File: src/pgs_pkg.sv
// Constants and types for the power-good status and select register bank
//
// Function
// - Third regulator output code held in bits 3:0, 0000 highest, 1111 lowest.
// - Third regulator code is ignored while that channel is a load switch.
// - Status bit 3 reads live bus-supply-in-range condition.
// - Status bit 2 reads live battery-above-weak comparison.
// - Status bit 1 mirrors live boost power-good; meaningful in standalone fixed mode.
// - Status bit 0 mirrors live first regulator power-good.
// - Select bit 3 routes bus status to power-good pin; factory reset value.
// - Select bit 2 routes battery status to power-good pin; resets to 0.
// - Select bit 1 routes boost good to pin, only in standalone mode; resets 0.
// - Select bit 0 routes first regulator good to pin, unless load switch.
// - Bits 7:4 of code, status and select registers are unused, read-only.
// - Config bit 2 makes third channel a load switch; resets to regulator.
// - Config bit 0 makes first channel a load switch; resets to regulator.
package pgs_pkg;

  // ---------------------------------------------------------------
  // Serial port
  // ---------------------------------------------------------------
  localparam logic [6:0] PGS_DEV_ADDR     = 7'h2A; // Arbitrary bus address
  localparam logic [3:0] PGS_BITS_PER_BYTE = 4'h8;
  localparam logic [3:0] PGS_LAST_TX_BIT  = 4'h7;

  // ---------------------------------------------------------------
  // Register map
  // ---------------------------------------------------------------
  localparam logic [7:0] PGS_CFG_ADDR    = 8'h33;
  localparam logic [7:0] PGS_VCODE_ADDR  = 8'h35;
  localparam logic [7:0] PGS_STATUS_ADDR = 8'h36;
  localparam logic [7:0] PGS_SELECT_ADDR = 8'h37;
  localparam logic [7:0] PGS_UNMAPPED_RD = 8'h00;

  // Field positions
  localparam int PGS_CFG_REG3_SWITCH_BIT = 2;
  localparam int PGS_CFG_REG1_SWITCH_BIT = 0;
  localparam int PGS_BUS_BIT             = 3;
  localparam int PGS_BAT_BIT             = 2;
  localparam int PGS_BOOST_BIT           = 1;
  localparam int PGS_REG1_BIT            = 0;

  // Reset values; factory bits have arbitrary defaults
  localparam logic [3:0] PGS_VCODE_RST  = 4'h6;
  localparam logic [3:0] PGS_SELECT_RST = 4'h9;
  localparam logic       PGS_SWITCH_RST = 1'h0;

  // ---------------------------------------------------------------
  // Types
  // ---------------------------------------------------------------
  typedef struct packed {
    logic bus_voltage_in_range;
    logic battery_above_weak;
    logic boost_power_good;
    logic regulator1_power_good;
  } pgs_status_t;

  typedef enum logic [6:0] {
    PGS_IDLE  = 7'h01,
    PGS_ADDR  = 7'h02,
    PGS_AACK  = 7'h04,
    PGS_RX    = 7'h08,
    PGS_RACK  = 7'h10,
    PGS_TX    = 7'h20,
    PGS_TACK  = 7'h40
  } pgs_fsm_t;

  typedef struct packed {
    pgs_fsm_t   fsm;
    logic       scl_q;
    logic       sda_q;
    logic [7:0] shift;
    logic [3:0] cnt;
    logic       rd;
    logic       ptr_phase;
    logic       nack;
    logic [7:0] ptr;
    logic       sda_drive;
    logic       reg3_switch;
    logic       reg1_switch;
    logic [3:0] vcode;
    logic [3:0] select;
    logic       pin_good;
  } pgs_state_t;

endpackage : pgs_pkg

File: src/pgs_src_gate.sv
// One source term of the power-good pin combine
`timescale 1ns/10ps
module pgs_src_gate (
  input  wire logic select_i,
  input  wire logic effective_i,
  input  wire logic good_i,
  output logic      pass_o
);
  // Unselected or ineffective sources never pull the pin bad
  assign pass_o = ~(select_i & effective_i) | good_i;
endmodule : pgs_src_gate

File: src/pgs_top.sv
// Power-good status and select register bank behind a two-wire serial port
`timescale 1ns/10ps
module pgs_top
  import pgs_pkg::*;
(
  input  wire logic        clk_i,
  input  wire logic        reset_n_i,
  input  wire logic        scl_i,
  input  wire logic        sda_i,
  output logic             sda_o,
  output logic             sda_oe_o,
  input  wire pgs_status_t status_i,
  input  wire logic        boost_standalone_i,
  output logic [3:0]       regulator3_voltage_code_o,
  output logic             regulator3_code_active_o,
  output logic             regulator3_switch_select_o,
  output logic             regulator1_switch_select_o,
  output logic             power_good_pin_o
);

  pgs_state_t s_reg;
  pgs_state_t s_next;
  logic [3:0] status_bits;
  logic [3:0] effective;
  logic [3:0] pass;
  logic [7:0] rd_data;
  logic       scl_rise;
  logic       scl_fall;
  logic       start_cond;
  logic       stop_cond;

  // ---------------------------------------------------------------
  // Live status and pin combine
  // ---------------------------------------------------------------
  assign status_bits = status_i;

  assign effective[PGS_BUS_BIT]   = 1'b1;
  assign effective[PGS_BAT_BIT]   = 1'b1;
  assign effective[PGS_BOOST_BIT] = boost_standalone_i;
  assign effective[PGS_REG1_BIT]  = ~s_reg.reg1_switch;

  genvar g;
  generate
    for (g = 0; g < 4; g++) begin : g_src
      pgs_src_gate u_gate (
        .select_i    (s_reg.select[g]),
        .effective_i (effective[g]),
        .good_i      (status_bits[g]),
        .pass_o      (pass[g])
      );
    end
  endgenerate

  // ---------------------------------------------------------------
  // Read mux
  // ---------------------------------------------------------------
  always_comb begin
    case (s_reg.ptr)
      PGS_CFG_ADDR: begin
        rd_data = 8'h00;
        rd_data[PGS_CFG_REG3_SWITCH_BIT] = s_reg.reg3_switch;
        rd_data[PGS_CFG_REG1_SWITCH_BIT] = s_reg.reg1_switch;
      end
      PGS_VCODE_ADDR:  rd_data = {4'h0, s_reg.vcode};
      PGS_STATUS_ADDR: rd_data = {4'h0, status_bits};
      PGS_SELECT_ADDR: rd_data = {4'h0, s_reg.select};
      default:         rd_data = PGS_UNMAPPED_RD;
    endcase
  end

  // ---------------------------------------------------------------
  // Bus condition detect
  // ---------------------------------------------------------------
  assign scl_rise   = scl_i & ~s_reg.scl_q;
  assign scl_fall   = ~scl_i & s_reg.scl_q;
  assign start_cond = scl_i & s_reg.scl_q & s_reg.sda_q & ~sda_i;
  assign stop_cond  = scl_i & s_reg.scl_q & ~s_reg.sda_q & sda_i;

  // ---------------------------------------------------------------
  // Next state
  // ---------------------------------------------------------------
  always_comb begin
    s_next          = s_reg;
    s_next.scl_q    = scl_i;
    s_next.sda_q    = sda_i;
    s_next.pin_good = &pass;

    if (stop_cond) begin
      s_next.fsm       = PGS_IDLE;
      s_next.sda_drive = 1'b0;
    end else if (start_cond) begin
      s_next.fsm       = PGS_ADDR;
      s_next.cnt       = 4'h0;
      s_next.sda_drive = 1'b0;
    end else begin
      case (s_reg.fsm)
        PGS_IDLE: begin
          s_next.sda_drive = 1'b0;
        end
        PGS_ADDR: begin
          if (scl_rise) begin
            s_next.shift = {s_reg.shift[6:0], sda_i};
            s_next.cnt   = s_reg.cnt + 4'h1;
          end else if (scl_fall && s_reg.cnt == PGS_BITS_PER_BYTE) begin
            if (s_reg.shift[7:1] == PGS_DEV_ADDR) begin
              s_next.fsm       = PGS_AACK;
              s_next.rd        = s_reg.shift[0];
              s_next.ptr_phase = ~s_reg.shift[0];
              s_next.sda_drive = 1'b1;
            end else begin
              s_next.fsm = PGS_IDLE;
            end
          end
        end
        PGS_AACK: begin
          if (scl_fall) begin
            s_next.cnt = 4'h0;
            if (s_reg.rd) begin
              s_next.fsm       = PGS_TX;
              s_next.shift     = rd_data;
              s_next.sda_drive = ~rd_data[7];
              s_next.ptr       = s_reg.ptr + 8'h01;
            end else begin
              s_next.fsm       = PGS_RX;
              s_next.sda_drive = 1'b0;
            end
          end
        end
        PGS_RX: begin
          if (scl_rise) begin
            s_next.shift = {s_reg.shift[6:0], sda_i};
            s_next.cnt   = s_reg.cnt + 4'h1;
          end else if (scl_fall && s_reg.cnt == PGS_BITS_PER_BYTE) begin
            s_next.fsm       = PGS_RACK;
            s_next.sda_drive = 1'b1;
            if (s_reg.ptr_phase) begin
              s_next.ptr       = s_reg.shift;
              s_next.ptr_phase = 1'b0;
            end else begin
              s_next.ptr = s_reg.ptr + 8'h01;
              case (s_reg.ptr)
                PGS_CFG_ADDR: begin
                  s_next.reg3_switch = s_reg.shift[PGS_CFG_REG3_SWITCH_BIT];
                  s_next.reg1_switch = s_reg.shift[PGS_CFG_REG1_SWITCH_BIT];
                end
                PGS_VCODE_ADDR:  s_next.vcode  = s_reg.shift[3:0];
                PGS_SELECT_ADDR: s_next.select = s_reg.shift[3:0];
                default: begin
                  // Status and unmapped writes are dropped
                  s_next.ptr = s_reg.ptr + 8'h01;
                end
              endcase
            end
          end
        end
        PGS_RACK: begin
          if (scl_fall) begin
            s_next.fsm       = PGS_RX;
            s_next.cnt       = 4'h0;
            s_next.sda_drive = 1'b0;
          end
        end
        PGS_TX: begin
          if (scl_fall) begin
            if (s_reg.cnt == PGS_LAST_TX_BIT) begin
              s_next.fsm       = PGS_TACK;
              s_next.sda_drive = 1'b0;
            end else begin
              s_next.shift     = {s_reg.shift[6:0], 1'b0};
              s_next.sda_drive = ~s_reg.shift[6];
              s_next.cnt       = s_reg.cnt + 4'h1;
            end
          end
        end
        PGS_TACK: begin
          if (scl_rise) begin
            s_next.nack = sda_i;
          end else if (scl_fall) begin
            if (s_reg.nack) begin
              s_next.fsm = PGS_IDLE;
            end else begin
              s_next.fsm       = PGS_TX;
              s_next.cnt       = 4'h0;
              s_next.shift     = rd_data;
              s_next.sda_drive = ~rd_data[7];
              s_next.ptr       = s_reg.ptr + 8'h01;
            end
          end
        end
        default: begin
          s_next.fsm       = PGS_IDLE;
          s_next.sda_drive = 1'b0;
        end
      endcase
    end
  end

  // ---------------------------------------------------------------
  // State register
  // ---------------------------------------------------------------
  always_ff @(posedge clk_i or negedge reset_n_i) begin
    if (!reset_n_i) begin
      s_reg.fsm         <= PGS_IDLE;
      s_reg.scl_q       <= 1'b1;
      s_reg.sda_q       <= 1'b1;
      s_reg.shift       <= 8'h00;
      s_reg.cnt         <= 4'h0;
      s_reg.rd          <= 1'b0;
      s_reg.ptr_phase   <= 1'b0;
      s_reg.nack        <= 1'b0;
      s_reg.ptr         <= 8'h00;
      s_reg.sda_drive   <= 1'b0;
      s_reg.reg3_switch <= PGS_SWITCH_RST;
      s_reg.reg1_switch <= PGS_SWITCH_RST;
      s_reg.vcode       <= PGS_VCODE_RST;
      s_reg.select      <= PGS_SELECT_RST;
      s_reg.pin_good    <= 1'b0;
    end else begin
      s_reg <= s_next;
    end
  end

  // ---------------------------------------------------------------
  // Outputs
  // ---------------------------------------------------------------
  assign sda_o                      = 1'b0;
  assign sda_oe_o                   = s_reg.sda_drive;
  assign regulator3_voltage_code_o  = s_reg.vcode;
  assign regulator3_code_active_o   = ~s_reg.reg3_switch;
  assign regulator3_switch_select_o = s_reg.reg3_switch;
  assign regulator1_switch_select_o = s_reg.reg1_switch;
  assign power_good_pin_o           = s_reg.pin_good;

endmodule : pgs_top

File: config.mk
export PLATFORM = sky130hd
export DESIGN_NAME = pgs_top
export DESIGN_NICKNAME = d
export VERILOG_FILES = /design/src/pgs_pkg.sv /design/src/pgs_src_gate.sv /design/src/pgs_top.sv
export SDC_FILE = /design/constraint.sdc
export NUM_CORES = 1
export LEC_CHECK = 0
export ABC_CLOCK_PERIOD_IN_PS = 4100
export BUFFER_PORTS_ARGS = -buffer_cell sky130_fd_sc_hd__buf_2
export CORE_AREA = 5 5 57 110
export DETAILED_ROUTE_END_ITERATION = 12
export DIE_AREA = 0 0 62 115
export GPL_ROUTABILITY_DRIVEN = 0
export HOLD_SLACK_MARGIN = 0.03
export PLACE_DENSITY = 0.72
export SLEW_MARGIN = 20
export SYNTH_ARGS = -nofsm -noshare
export SYNTH_HDL_FRONTEND = slang
export SYNTH_HIERARCHICAL = 1
export SYNTH_SLANG_ARGS = --single-unit
File: constraint.sdc
create_clock -name clk_i -period 4.1 [get_ports clk_i]
set_clock_uncertainty 0.1 [all_clocks]
set_input_delay 0.615 -clock clk_i [delete_from_list [all_inputs] [get_ports clk_i]]
set_output_delay 0.615 -clock clk_i [all_outputs]
set_load 0.05 [all_outputs]
==> impl_metrics.csv <==
group,metric,value,unit
flow_run,max-cap-violations,0,
power_and_ir_drop,switching_share,29.48,%
final_layout,final_nets,329,
sta,fin_setup_tns,0,ns
grt,first_global_vias,2359,
synth,synth_area_per_cell,9.155,µm²
clock_tree,cts_resized,0,
sta,finalSetupViolations,0,
critical_path,worst-path-buf-inv,0,
synth,syn_inst,309,
clock_tree,clk_latency,0.30,ns
critical_path,crit_cells,6,
clock_tree,cts_tree,"yes",
routing,viasPerCell,6.348,
critical_path,rrSetupSlack,1.37,ns
die,die_area,7130,µm²
power_and_ir_drop,comb_power_share,16.3,%
sta,drv_slew,0,
power_and_ir_drop,pwr-share-clk,34.0,%
routing,drc,0,
grt,track_usage,20.01,%
sta,fin_crit_sh,66.66,%
die,die_x,62,µm
die,placeableCoreArea,5325,µm²
placement,dp_hpwl,4799,µm
sta,fmax,0.3659,GHz
critical_path,cp-startpoint,"s_reg[42]$_DFFE_PN0P_",
power_and_ir_drop,internal_power,714.4,µW
final_layout,drive_gt1_share,20.57,%
synth,async_flop_share,100.0,%
sta,worst_slew_pin_slew,0.9505,ns
routing,drt_wl_total,6414,µm
synth,synth_area,2829,µm²
clock_tree,cts_buffers,5,
sta,rsz0062_at_grt,"false",
grt,grt_max_degree,45,
grt,grt.overflow.total,0,
critical_path,startpoint_type,"register",
sta,hold_viol,0,
hold_path,hold_depth,1,
final_layout,insertedDiodeCount,0,
clock_tree,cts_max_level,2,
routing,wl_per_cell,17.06,µm
final_layout,area_growth,6.502,%
critical_path,worst_ep_arrival_time,2.83,ns
grt,grt_pass1_wl,10910,µm
sta,slew_headroom,36.64,%
critical_path,r2r_end,"s_reg[29]$_DFFE_PN0P_",
critical_path,r2r_start,"s_reg[42]$_DFFE_PN0P_",
critical_path,worstSetupPathType,"reg2reg",
critical_path,reg2reg_depth,6,
critical_path,cp_cell_sequence,"or3_1 -> nor4_1 -> o22a_1 -> nor2_1 -> nand4_2 -> mux2_2",
final_layout,final_core_util,56.58,%
clock_tree,postCtsHoldBufs,0,
hold_path,min_from,"sda_i",
die,io_pins,19,
routing,first_pass_iters,5,
critical_path,required,4.19,ns
power_and_ir_drop,power_leakage,1.287,nW
critical_path,cpLargestDelayFamily,"simple AND/OR/NAND/NOR gates",
final_layout,finalNonFillerCells,376,
critical_path,crit_path_max_incr_delay,0.64,ns
hold_path,min_path_type,"in2reg",
synth,synth_edf_count,0,
power_and_ir_drop,p_total,1.013,mW
power_and_ir_drop,p_sw,298.6,µW
synth,ys_warn_count,6,
clock_tree,clock-sinks,44,
routing,vias,2387,
placement,placed_cells,368,
clock_tree,ctsRootBufferMaster,"clkbuf_8",
synth,ys_types,60,
critical_path,cp_max_fo,12,
power_and_ir_drop,p_per_area,336.2,nW/µm²
clock_tree,clkTransAtPathRegs,0.09,ns
die,start_util,53.12,%
synth,synth_seq_cells,44,
placement,port_buffers,17,
synth,yosysSeqAreaShare,39.23,%
grt,antenna_found_initial,0,
power_and_ir_drop,p_seq_share,49.7,%
hold_path,holdPathEnd,"s_reg[35]$_DFF_PN1_",
power_and_ir_drop,max-vdd-ir-drop,0.0003017,V
sta,period_minus_slack,2.733,ns
final_layout,largest_reg_flops,36,
routing,drtIter0Drc,142,
synth,synth_ff_type,"dfrtp_1",
sta,hold_ws,0.3444,ns
clock_tree,clockBufferDepth,2,
die,die_h,115,µm
routing,ant_nets,0,
clock_tree,post_cts_buffers,0,
die,fp-row-count,38,
outcome,status,"complete, no violations",
critical_path,cp_slowest_cell,"nor4_1",
critical_path,end_kind,"register",
-- worst reg2reg max path, cell delays in order, from the launching register on --
cell,delay (ns)
dfrtp_1,0.50
or3_1,0.50
nor4_1,0.64
o22a_1,0.25
nor2_1,0.07
nand4_2,0.19
mux2_2,0.37
-- worst max path at each step --
stage                            end  slack, ns
2_1_floorplan  s_reg[39]$_DFFE_PN0P_       1.69
3_3_place_gp   s_reg[13]$_DFFE_PN0P_       1.41
3_5_place_dp   s_reg[14]$_DFFE_PN0P_       1.37
4_1_cts        s_reg[16]$_DFFE_PN0P_       1.42
5_1_grt        s_reg[16]$_DFFE_PN0P_       1.21
6_report       s_reg[29]$_DFFE_PN0P_       1.37
-- cell usage after synthesis, drive strengths merged, types with 3 or more instances --
library cell / count / share of area (%)
nor2b: 11 / 2.4
clkbuf: 9 / 1.2
nor4: 8 / 2.3
dfrtp: 37 / 33
or3: 6 / 1.5
a21oi: 13 / 2.3
o22ai: 3 / 0.66
dfstp: 7 / 6.5
nand2b: 9 / 2.0
nand3: 12 / 2.5
nor3: 15 / 2.8
mux2: 23 / 9.2
mux2i: 3 / 1.1
nand2: 20 / 2.7
ha: 5 / 2.2
a22oi: 4 / 1.1
a222oi: 4 / 1.4
and3: 4 / 0.88
o31ai: 5 / 1.5
nand3b: 4 / 1.1
inv: 13 / 1.7
buf: 10 / 2.2
nor2: 21 / 2.8
nand4: 3 / 0.88
o21ai: 24 / 4.4
-- power groups by stage --
stage                     sequential (mW)  clock [mW]  combinational (mW)
final                               0.503       0.345               0.165
after global routing                0.509       0.371               0.185
after CTS                           0.503       0.353               0.165
after detailed placement            0.511           0               0.163
after global placement              0.511           0               0.161
after floorplan                     0.495           0               0.128
-- final cells by class --
cell class	count	area, µm²
Clock buffer	5	68.82
Clock inverter	3	47.55
Fill cell	483	2312
Inverter	13	48.80
Multi-Input combinational cell	234	1578
Sequential cell	44	1110
Tap cell	60	75.07
Timing Repair Buffer	17	85.08
-- through the flow --
step	area (µm²)	worst slack (ns)
2_1_floorplan	2833	1.686
3_3_place_gp	2897	1.406
3_5_place_dp	2897	1.372
4_1_cts	3013	1.424
5_1_grt	3013	1.210
6_report	3013	1.367
-- cell usage in the layout (no fill, tap or decap), drive strengths merged, types with 6 or more instances in the layout --
cell type  count
o21ai         24
or3            6
dfstp          7
mux2          23
dfrtp         37
nor2          21
nand2b         9
nor4           8
nand2         20
nand3         12
buf           17
nor2b         11
inv           13
nor3          15
a21oi         13
-- kinds of logic after synthesis --
family          share of synthesized area (%)
simple gates                            24.95
compound gates                          16.76
flops                                   39.23
buf+inv                                 5.131
mux                                     10.22
fa+ha+maj                               2.211
xor+xnor                                1.239
other cells                            0.2655
-- metal layers --
layer / track usage, % / vias to the layer above / part of all wire, %
met3: 2.809 / 17 / 6.2
met5: 0 / - / 0
met4: 8.357 / 0 / 2.4
met2: 31.93 / 99 / 51
met1: 26.34 / 1141 / 40
li1: - / 1130 / -
(Power assumes the default switching activity.)
